[src/design/tcb_pkg.sv]
// constants for the 8-bit timer/counter with event input, buzzer and pwm
// assumes a 32-bit apb slave, each register on one aligned word at four times its index
package tcb_pkg;
  // ****************************************
  // bus geometry
  // ****************************************
  localparam int APB_AW = 12;
  localparam int APB_DW = 32;
  localparam int REG_W = 8;

  // ****************************************
  // register indices and byte addresses
  // ****************************************
  localparam logic [APB_AW-1:0] IDX_RELOAD = 12'h0cd;
  localparam logic [APB_AW-1:0] IDX_BASIC_MODE = 12'h0d8;
  localparam logic [APB_AW-1:0] IDX_MODE = 12'h0da;
  localparam logic [APB_AW-1:0] IDX_COUNT = 12'h0db;
  localparam logic [APB_AW-1:0] IDX_STATUS = 12'h0e0;
  localparam logic [APB_AW-1:0] ADDR_RELOAD = IDX_RELOAD << 2;
  localparam logic [APB_AW-1:0] ADDR_BASIC_MODE = IDX_BASIC_MODE << 2;
  localparam logic [APB_AW-1:0] ADDR_MODE = IDX_MODE << 2;
  localparam logic [APB_AW-1:0] ADDR_COUNT = IDX_COUNT << 2;
  localparam logic [APB_AW-1:0] ADDR_STATUS = IDX_STATUS << 2;

  // ****************************************
  // field positions
  // ****************************************
  localparam int MODE_PWM_BIT = 0;
  localparam int MODE_TOGGLE_BIT = 1;
  localparam int MODE_ALOAD_BIT = 2;
  localparam int MODE_EXT_BIT = 3;
  localparam int MODE_RATE_LSB = 4;
  localparam int MODE_RATE_W = 3;
  localparam int MODE_EN_BIT = 7;
  localparam int BASIC_SRC_BIT = 1;
  localparam int STAT_OVF_BIT = 0;
  localparam int STAT_IEN_BIT = 1;
  localparam int STAT_EXT_FLAG_BIT = 2;

  // ****************************************
  // reset values and boundaries
  // ****************************************
  localparam logic [REG_W-1:0] RST_BYTE = 8'h00;
  localparam logic [REG_W-1:0] MASK_256 = 8'hff;
  localparam logic [REG_W-1:0] MASK_64 = 8'h3f;
  localparam logic [REG_W-1:0] MASK_32 = 8'h1f;
  localparam logic [REG_W-1:0] MASK_16 = 8'h0f;
  localparam logic [REG_W-1:0] FCPU_MAX_MASK = 8'hff;
  localparam logic [REG_W-1:0] FHOSC_MAX_MASK = 8'h7f;
  localparam logic [APB_DW-1:0] RD_ZERO = 32'h0000_0000;
endpackage : tcb_pkg

[src/design/tcb_sync2.sv]
// two-flop level synchroniser for a pin entering the pclk domain
// assumes the input is asynchronous and may change at any time
`timescale 1ns/1ps
module tcb_sync2
  #(
    parameter logic RST_VAL = 1'b1
  )
  (
    input wire logic pclk,
    input wire logic presetn,
    input wire logic async_in,
    output logic sync_out
  );
  logic meta_reg;
  logic meta_next;
  logic sync_reg;
  logic sync_next;

  // first flop feeds only the second one
  always_comb
  begin
    meta_next = async_in;
    sync_next = meta_reg;
  end

  always_ff @(posedge pclk or negedge presetn)
  begin
    if (!presetn)
    begin
      meta_reg <= RST_VAL;
      sync_reg <= RST_VAL;
    end
    else
    begin
      meta_reg <= meta_next;
      sync_reg <= sync_next;
    end
  end

  assign sync_out = sync_reg;
endmodule : tcb_sync2

[src/design/tcb_timer.sv]
// 8-bit up timer/counter with prescaler, event counter, buzzer and pwm, apb registers
// assumes fcpu_tick and fhosc_tick are one-cycle pclk pulses; pins arrive asynchronous
// Functional notes
// - counter advances only while the run enable bit is one
// - pwm enable bit hands the shared pin to the pwm waveform
// - toggle bit without pwm puts a half-overflow-rate square wave on the pin
// - bit 2 enables auto-reload outside pwm, selects resolution inside pwm when event mode is off
// - event mode bit one counts the event pin and ignores the rate field
// - instruction clock divided by 256 for code 0 down to 2 for code 7
// - high oscillator divided by 128 for code 0 down to 1 for code 7
// - shared basic mode bit 1 picks instruction clock or high oscillator
// - counter steps once per tick; overflow sets a sticky flag cleared by software
// - overflow reloads the counter from the holding buffer without software when auto-reload or pwm is on
// - boundary 256, or 256/64/32/16 by resolution code in pwm mode with event mode off
// - reload writes land in a holding buffer, moved over at overflow
// - event mode counts falling edges of the event pin, overflow at ff to 00 or, with auto-reload, to the reload value
// - event mode suppresses wake-up from the event pin
// - buzzer overrides the pin and toggles it at every overflow
// - pwm cycle starts high, goes low at compare, high again at overflow
// - pwm duty changes take effect from the next reload; resolution code changes take effect at once
// - overflow flag and interrupt request continue in pwm mode
// - clearing both pwm enable and toggle bit returns the pin to its gpio function at once
// - green mode keeps everything running but blocks the timer wake request; ext_pin_wake_out still follows the pin
`timescale 1ns/1ps
module tcb_timer
  (
    input wire logic pclk,
    input wire logic presetn,
    input wire logic psel,
    input wire logic penable,
    input wire logic pwrite,
    input wire logic [tcb_pkg::APB_AW-1:0] paddr,
    input wire logic [tcb_pkg::APB_DW-1:0] pwdata,
    output logic [tcb_pkg::APB_DW-1:0] prdata,
    output logic pready,
    output logic pslverr,
    input wire logic fcpu_tick,
    input wire logic fhosc_tick,
    input wire logic event_input_pin,
    input wire logic ext_interrupt_input,
    input wire logic ext_pin_wake_in,
    input wire logic green_mode,
    output logic shared_wave_pin,
    output logic shared_wave_override,
    output logic overflow_irq_req,
    output logic tc0_wake_req,
    output logic ext_pin_wake_out
  );
  import tcb_pkg::*;

  // ****************************************
  // state
  // ****************************************
  logic [REG_W-1:0] mode_reg, mode_next;
  logic basic_src_reg, basic_src_next;
  logic [REG_W-1:0] count_reg, count_next;
  logic [REG_W-1:0] hold_reg, hold_next;
  logic [REG_W-1:0] reload_reg, reload_next;
  logic [REG_W-1:0] pre_reg, pre_next;
  logic ovf_flag_reg, ovf_flag_next;
  logic ien_reg, ien_next;
  logic ext_flag_reg, ext_flag_next;
  logic pwm_level_reg, pwm_level_next;
  logic buzz_reg, buzz_next;
  logic pin_reg, pin_next;
  logic override_reg, override_next;
  logic irq_reg, irq_next;
  logic wake_reg, wake_next;
  logic pwake_reg, pwake_next;
  logic evt_prev_reg, evt_prev_next;
  logic [APB_DW-1:0] prdata_reg, prdata_next;
  logic pready_reg, pready_next;
  logic pslverr_reg, pslverr_next;

  logic evt_sync;
  logic en, pwm_on, toggle_on, aload_on, ext_on;
  logic [MODE_RATE_W-1:0] rate;
  logic [REG_W-1:0] bound;
  logic [REG_W-1:0] div_mask;
  logic src_tick, tick, ovf, evt_fall;
  logic setup, acc_wr, mapped;
  logic wr_mode, wr_basic, wr_count, wr_reload, wr_status;

  // ****************************************
  // event pin synchroniser
  // ****************************************
  tcb_sync2 #(
    .RST_VAL(1'b1)
  ) u_evt_sync (
    .pclk(pclk),
    .presetn(presetn),
    .async_in(event_input_pin),
    .sync_out(evt_sync)
  );

  // ****************************************
  // decode of mode and tick generation
  // ****************************************
  always_comb
  begin
    en = mode_reg[MODE_EN_BIT];
    pwm_on = mode_reg[MODE_PWM_BIT];
    toggle_on = mode_reg[MODE_TOGGLE_BIT] & ~pwm_on;
    aload_on = mode_reg[MODE_ALOAD_BIT] & ~pwm_on;
    ext_on = mode_reg[MODE_EXT_BIT];
    rate = mode_reg[MODE_RATE_LSB +: MODE_RATE_W];
    // resolution only narrows the count inside pwm; event mode always spans 256
    bound = MASK_256;
    if (pwm_on && !ext_on)
    begin
      case ({mode_reg[MODE_ALOAD_BIT], mode_reg[MODE_TOGGLE_BIT]})
        2'b01: bound = MASK_64;
        2'b10: bound = MASK_32;
        2'b11: bound = MASK_16;
        default: bound = MASK_256;
      endcase
    end
    // code steps halve the division: mask of the prescaler low bits
    if (basic_src_reg)
    begin
      div_mask = FHOSC_MAX_MASK >> rate;
      src_tick = fhosc_tick;
    end
    else
    begin
      div_mask = FCPU_MAX_MASK >> rate;
      src_tick = fcpu_tick;
    end
    evt_fall = evt_prev_reg & ~evt_sync;
    if (ext_on)
    begin
      tick = en & evt_fall;
    end
    else
    begin
      tick = en & src_tick & ((pre_reg & div_mask) == div_mask);
    end
    ovf = tick & ((count_reg & bound) == bound);
  end

  // ****************************************
  // apb decode
  // ****************************************
  always_comb
  begin
    setup = psel & ~penable;
    acc_wr = psel & penable & pready_reg & pwrite & ~pslverr_reg;
    mapped = (paddr == ADDR_RELOAD) || (paddr == ADDR_BASIC_MODE) ||
      (paddr == ADDR_MODE) || (paddr == ADDR_COUNT) || (paddr == ADDR_STATUS);
    wr_mode = acc_wr & (paddr == ADDR_MODE);
    wr_basic = acc_wr & (paddr == ADDR_BASIC_MODE);
    wr_count = acc_wr & (paddr == ADDR_COUNT);
    wr_reload = acc_wr & (paddr == ADDR_RELOAD);
    wr_status = acc_wr & (paddr == ADDR_STATUS);
    pready_next = setup;
    pslverr_next = setup & ~mapped;
    prdata_next = RD_ZERO;
    if (setup)
    begin
      case (paddr)
        ADDR_MODE: prdata_next = {24'h00_0000, mode_reg};
        ADDR_BASIC_MODE: prdata_next = {30'h000_0000, basic_src_reg, 1'b0};
        ADDR_COUNT: prdata_next = {24'h00_0000, count_reg};
        ADDR_STATUS: prdata_next = {29'h000_0000, ext_flag_reg, ien_reg, ovf_flag_reg};
        default: prdata_next = RD_ZERO;
      endcase
    end
  end

  // ****************************************
  // timer next state
  // ****************************************
  always_comb
  begin
    mode_next = wr_mode ? pwdata[REG_W-1:0] : mode_reg;
    basic_src_next = wr_basic ? pwdata[BASIC_SRC_BIT] : basic_src_reg;
    ien_next = wr_status ? pwdata[STAT_IEN_BIT] : ien_reg;
    hold_next = wr_reload ? pwdata[REG_W-1:0] : hold_reg;
    // buffer moves at overflow; while stopped it follows so the first cycle is right
    reload_next = reload_reg;
    if (ovf || !en)
    begin
      reload_next = hold_reg;
    end
    pre_next = (src_tick && en && !ext_on) ? pre_reg + 8'h01 : pre_reg;
    count_next = count_reg;
    if (wr_count)
    begin
      count_next = pwdata[REG_W-1:0];
    end
    else if (ovf)
    begin
      // plain timer without auto-reload wraps to zero
      count_next = (pwm_on || aload_on) ? (hold_reg & bound) : RST_BYTE;
    end
    else if (tick)
    begin
      count_next = count_reg + 8'h01;
    end
    // hardware set wins over a software write-one clear
    ovf_flag_next = ovf | (ovf_flag_reg & ~(wr_status & pwdata[STAT_OVF_BIT]));
    if (ext_on)
    begin
      ext_flag_next = 1'b0;
    end
    else
    begin
      ext_flag_next = ext_interrupt_input |
        (ext_flag_reg & ~(wr_status & pwdata[STAT_EXT_FLAG_BIT]));
    end
    pwm_level_next = pwm_level_reg;
    if (ovf || !en)
    begin
      pwm_level_next = 1'b1;
    end
    else if (count_reg == (reload_reg & bound))
    begin
      pwm_level_next = 1'b0;
    end
    buzz_next = ovf ? ~buzz_reg : buzz_reg;
    override_next = mode_next[MODE_PWM_BIT] | mode_next[MODE_TOGGLE_BIT];
    if (pwm_on)
    begin
      pin_next = pwm_level_next;
    end
    else if (toggle_on)
    begin
      pin_next = buzz_next;
    end
    else
    begin
      pin_next = 1'b0;
    end
    irq_next = ovf_flag_next & ien_next;
    wake_next = ovf_flag_next & ien_next & ~green_mode;
    pwake_next = ext_pin_wake_in & ~ext_on;
    evt_prev_next = evt_sync;
  end

  // ****************************************
  // registers
  // ****************************************
  always_ff @(posedge pclk or negedge presetn)
  begin
    if (!presetn)
    begin
      mode_reg <= RST_BYTE;
      basic_src_reg <= 1'b0;
      count_reg <= RST_BYTE;
      hold_reg <= RST_BYTE;
      reload_reg <= RST_BYTE;
      pre_reg <= RST_BYTE;
      ovf_flag_reg <= 1'b0;
      ien_reg <= 1'b0;
      ext_flag_reg <= 1'b0;
      pwm_level_reg <= 1'b1;
      buzz_reg <= 1'b0;
      pin_reg <= 1'b0;
      override_reg <= 1'b0;
      irq_reg <= 1'b0;
      wake_reg <= 1'b0;
      pwake_reg <= 1'b0;
      evt_prev_reg <= 1'b1;
      prdata_reg <= RD_ZERO;
      pready_reg <= 1'b0;
      pslverr_reg <= 1'b0;
    end
    else
    begin
      mode_reg <= mode_next;
      basic_src_reg <= basic_src_next;
      count_reg <= count_next;
      hold_reg <= hold_next;
      reload_reg <= reload_next;
      pre_reg <= pre_next;
      ovf_flag_reg <= ovf_flag_next;
      ien_reg <= ien_next;
      ext_flag_reg <= ext_flag_next;
      pwm_level_reg <= pwm_level_next;
      buzz_reg <= buzz_next;
      pin_reg <= pin_next;
      override_reg <= override_next;
      irq_reg <= irq_next;
      wake_reg <= wake_next;
      pwake_reg <= pwake_next;
      evt_prev_reg <= evt_prev_next;
      prdata_reg <= prdata_next;
      pready_reg <= pready_next;
      pslverr_reg <= pslverr_next;
    end
  end

  assign prdata = prdata_reg;
  assign pready = pready_reg;
  assign pslverr = pslverr_reg;
  assign shared_wave_pin = pin_reg;
  assign shared_wave_override = override_reg;
  assign overflow_irq_req = irq_reg;
  assign tc0_wake_req = wake_reg;
  assign ext_pin_wake_out = pwake_reg;
endmodule : tcb_timer

[config.mk]
export PLATFORM = sky130hd
export DESIGN_NAME = tcb_timer
export DESIGN_NICKNAME = d
export VERILOG_FILES = /design/src/design/tcb_pkg.sv /design/src/design/tcb_sync2.sv /design/src/design/tcb_timer.sv
export SDC_FILE = /design/constraint.sdc
export NUM_CORES = 1
export LEC_CHECK = 0
export BUFFER_PORTS_ARGS = -buffer_cell sky130_fd_sc_hd__buf_2
export CAP_MARGIN = 20
export CORE_ASPECT_RATIO = 2
export CORE_MARGIN = 2
export CORE_UTILIZATION = 45
export DETAILED_ROUTE_END_ITERATION = 10
export GPL_TIMING_DRIVEN = 0
export PLACE_DENSITY = 0.7
export SETUP_SLACK_MARGIN = 0.15
export SKIP_LAST_GASP = 1
export SYNTH_ARGS = -nofsm -noshare
export SYNTH_HDL_FRONTEND = slang
export SYNTH_SLANG_ARGS = --single-unit
[constraint.sdc]
create_clock -name pclk -period 2.7 [get_ports pclk]
set_input_delay 0.405 -clock pclk [delete_from_list [all_inputs] [get_ports pclk]]
set_output_delay 0.405 -clock pclk [all_outputs]
set_load 0.02 [all_outputs]
# Word level (Yosys, flattened, before mapping)

Cells that the tools add are included.

Add/sub/neg operators: 2
Eq/ne operators: 11
Shift operators: 2
Mux-type cells: 19
Bitwise operators: 42
Reductions and logical operators: 12

Operators by type and width:

| kind                                             | count |
|---|---|
| == test 12 x 10 -> 1 bit (second input constant) | 5 |
| two-way mux 8 bit                                | 7 |
| AND 8 bit                                        | 4 |
| one-hot mux 8 bit (4 select lines)               | 1 |
| AND 1 bit                                        | 25 |
| == test 8 bit                                    | 3 |
| one-hot mux 8 bit (3 select lines)               | 1 |
| adder 8 x 1 -> 8 bit (second input constant)     | 2 |
| NOT 1 bit                                        | 10 |
| two-way mux 1 bit                                | 9 |
| >> shifter 7 x 3 -> 8 bit (first input constant) | 1 |
| >> shifter 8 x 3 -> 8 bit (first input constant) | 1 |
| logical OR 1 bit                                 | 6 |
| == test 2 bit (second input constant)            | 2 |
| logical AND 1 bit                                | 3 |
| bitwise OR 1 bit                                 | 3 |
| nonzero test 3 bit                               | 1 |
| == test 2 x 1 -> 1 bit (second input constant)   | 1 |
| zero test 1 bit                                  | 2 |
| two-way mux 2 bit                                | 1 |

Register bits: 88
Output and inout bits: 39
Logic and storage cells: 111

# Longest topological paths before layout

Word-level depth: 11
Depth in mapped cells: 9

# Hierarchy

From an unflattened synthesis, not the netlist that was laid out.

Cell total of the unflattened synthesis: 320
Area total of the unflattened synthesis: 3432.0 um2

Modules (own cells, without submodules):

| module    | instances | cells an instance | area each (um2) |
|---|---|---|---|
| tcb_timer | 1         | 318               | 3379.5 |
| tcb_sync2 | 1         | 2                 | 52.6 |

# Least setup slack after synthesis

No wires, ideal clock.

Kind: register to register
Start point: register count_reg[0]
End point: register reload_reg[0]
Data arrival time: 2.027 ns
Slack: 0.548 ns
Stages on the path, launching flop included: 9
Path through: dfrtp_1 ha_1 nand3_2 o21bai_1 a211o_1 buf_6 a211o_1 buf_6 mux2_4

Cells in the longest elaborated chain, start to end: 4

RTL lines:

| what                     | line             | text |
|---|---|---|
| start: declaration       | tcb_timer.sv:56  | `logic [REG_W-1:0] count_reg, count_next;` |
| start signal: assignment | tcb_timer.sv:272 | `count_reg <= count_next;` |
| AND 8 bit                | tcb_timer.sv:138 | `ovf = tick & ((count_reg & bound) == bound);` |
| == test 8 bit            | tcb_timer.sv:138 |  |
| AND 1 bit                | tcb_timer.sv:138 |  |
| logical OR 1 bit         | tcb_timer.sv:181 | `if (ovf \|\| !en)` |
| end signal: assignment   | tcb_timer.sv:274 | `reload_reg <= reload_next;` |
| end: declaration         | tcb_timer.sv:58  | `logic [REG_W-1:0] reload_reg, reload_next;` |

Every way passes these cells.
A chain may end at the register's enable or synchronous reset.

# Worst setup path in the final report

Start point: register count_reg[0]
End point: register reload_reg[5]

The elaborated chain is that of the path after synthesis.

==> flow_summary.json <==
{
  "total_power_uw": 2350,
  "reg2reg_depth": 8,
  "antenna_found_initial": 0,
  "syn_to_final_growth_pct": 21.8,
  "timing.rr.start": "count_reg[0]",
  "yosysMostFrequentCell": "dfrtp_1",
  "rsz0062_at_grt": "no",
  "crit_path_max_fanout": 10,
  "status": "complete, no violations",
  "io_buffers": 45,
  "cp_data_required_time_ns": 2.90,
  "cts_made_buffers": 9,
  "std_cell_rows": 45,
  "finalWirelength_um": 8170,
  "synthTopCellsByCount": "dfrtp_1, nand2_1, buf_4",
  "clkTransAtPathRegs_ns": 0.05,
  "antennaDiodeCount": 0,
  "cts_root_buf": "clkbuf_16",
  "cts_tree": "yes",
  "crit_path_end_kind": "register",
  "fp.dieW_um": 66.4,
  "nNetsFinal": 465,
  "setup_tns_ns": 0,
  "cts_hold_buf": 0,
  "period_needed_ns": 2.39,
  "worst-setup-path-type": "reg -> reg",
  "yosysTopAreaCellShare_pct": 42.8,
  "fillers": 675,
  "timing.rr.end": "reload_reg[5]",
  "final_area_um2": 4270,
  "setup_violations": 0,
  "ys_types": 61,
  "finClkSkew_ns": 0.00664,
  "slew_headroom_pct": 45.9,
  "clk_path_buf_depth": 2,
  "multi_input_area_um2": 1650,
  "power_density_nw_per_um2": 552,
  "first_pass_iters": 5,
  "drt_drc_violations_left": 0,
  "whs_ns": 0.170,
  "initial_core_util_pct": 46.1,
  "grt_pass1_wl_um": 13400,
  "cp.arrival_ns": 2.60,
  "netlist_instances": 329,
  "grt_use_total_pct": 21.1,
  "num_io_pins": 94,
  "synth.avg_cell_area_um2": 10.7,
  "netlist_area_um2": 3510,
  "drv_slew": 0,
  "vias": 2665,
  "hold_violations": 0,
  "synth_area_leaders": "dfrtp_1, buf_4, mux2_2, xnor2_1, nand2_1",
  "cts_setup_buffers": 0,
  "max_slew.worst_pin.slew_ns": 0.811,
  "post_drt_via_cell_ratio": 5.26,
  "cts_resized": 0,
  "finalCritPeriodShare_pct": 88.6,
  "fmax_mhz": 418,
  "die-area_um2": 8560,
  "dieHeight_um": 129,
  "cts_sinks": 64,
  "placed_cell_area_um2": 3940,
  "seq_area_um2": 1610,
  "ys_ff_latch": 64,
  "gp_congestion": 0.897,
  "coreArea_um2": 7600,
  "drt_iter0_markers": 166,
  "async_flop_share_pct": 100,
  "grt_max_degree": 65,
  "p_leak_uw": 0.00207,
  "dp_hpwl_um": 6020,
  "overflow": 0,
  "hold_path.class": "in -> async",
  "vdd_drop_max_uv": 472,
  "cap_viol_max_count": 0,
  "cts_htree_levels": 3,
  "clock_latency_ns": 0.33,
  "cp-start-kind": "register",
  "grt_pass1_vias": 2762,
  "postRouteAntennaNets": 0,
  "synth_edf_count": 0,
  "drive_gt1_share_pct": 34.1,
  "synth_ff_type": "dfrtp_1",
  "synth_area_leader_cell": "dfrtp_1",
  "synth-seq-area-share_pct": 45.8,
  "wl_per_cell_um": 16.1,
  "regToRegSetupSlack_ns": 0.31,
  "ys_warn_count": 0
}
## how the worst max path moves through the flow
| stage | from | end | slack [ns] | depth (start not counted) |
|---|---|---|---|---|
| 2_1_floorplan | count_reg[0] | reload_reg[0] | 0.55 | 8 |
| 3_3_place_gp | paddr[10] | mode_reg[4] | 0.17 | 7 |
| 3_5_place_dp | paddr[10] | mode_reg[4] | 0.13 | 7 |
| 4_1_cts | count_reg[0] | reload_reg[5] | 0.33 | 8 |
| 5_1_grt | count_reg[1] | shared_wave_pin | 0.15 | 6 |
| 6_report | count_reg[0] | reload_reg[5] | 0.31 | 8 |
## where the power goes
part           switching [uW]  total [uW]  internal (uW)
sequential               2.06         969            967
combinational            75.0         121           45.9
clock                     409        1260            856
total                     486        2350           1870
## routing by layer
metal / share of wire (%) / up-vias / track usage (%)
li1: - / 1279 / -
met2: 57 / 70 / 37.6
met1: 37 / 1295 / 22.8
met5: 0 / - / 0
met4: 3.3 / 0 / 10.9
met3: 2.9 / 21 / 4.20
## cell families after synthesis
logic type	Yosys count	synth area share [%]
AO/OA/AOI/OAI	55	11.2
XOR/XNOR	20	5.00
adder cells (fa/ha/maj)	3	0.999
buffers and inverters	47	9.53
flip-flops	64	45.8
multiplexers	34	11.4
other	1	0.107
AND/OR/NAND/NOR	105	15.9
## critical path: stages, from the launching register on
cell and delay [ns]:
dfrtp_1 0.47, ha_1 0.25, nand3_2 0.13, o21bai_1 0.21
a211o_1 0.29, buf_6 0.14, a211o_1 0.30, buf_6 0.17
mux2_4 0.30
## area by class of cell
type	count	share of cell area, %
Sequential cell	64	37.6
Clock inverter	5	1.85
Buffer	43	7.47
Tap cell	94	2.75
Multi-Input combinational cell	241	38.7
Inverter	4	0.352
Clock buffer	11	5.92
Timing Repair Buffer	45	5.33
## through the flow
step / setup WS, ns / cells / utilization [%]
after floorplan: 0.548 / 352 / -
after global placement: 0.174 / 491 / 51.8
after detailed placement: 0.127 / 491 / 51.8
after CTS: 0.325 / 507 / 56.2
after global routing: 0.152 / 507 / 56.2
final: 0.309 / 507 / 56.2
## placed cells by master (no fill, tap or decap), drive strengths merged, types with 3 or more instances in the layout
cell type / n
mux2i: 10
nand4b: 3
a211oi: 3
o211ai: 3
or2: 4
xnor2: 17
o21ai: 8
conb: 24
a22oi: 8
nor2: 18
dfrtp: 60
xor2: 3
nand4: 8
nand2: 35
buf: 85
o31ai: 3
inv: 4
dfstp: 4
and3: 5
nand3: 14
nor3b: 3
clkbuf: 14
a21oi: 12
clkinv: 3
mux2: 24
Power figures use the tool's default switching activity.
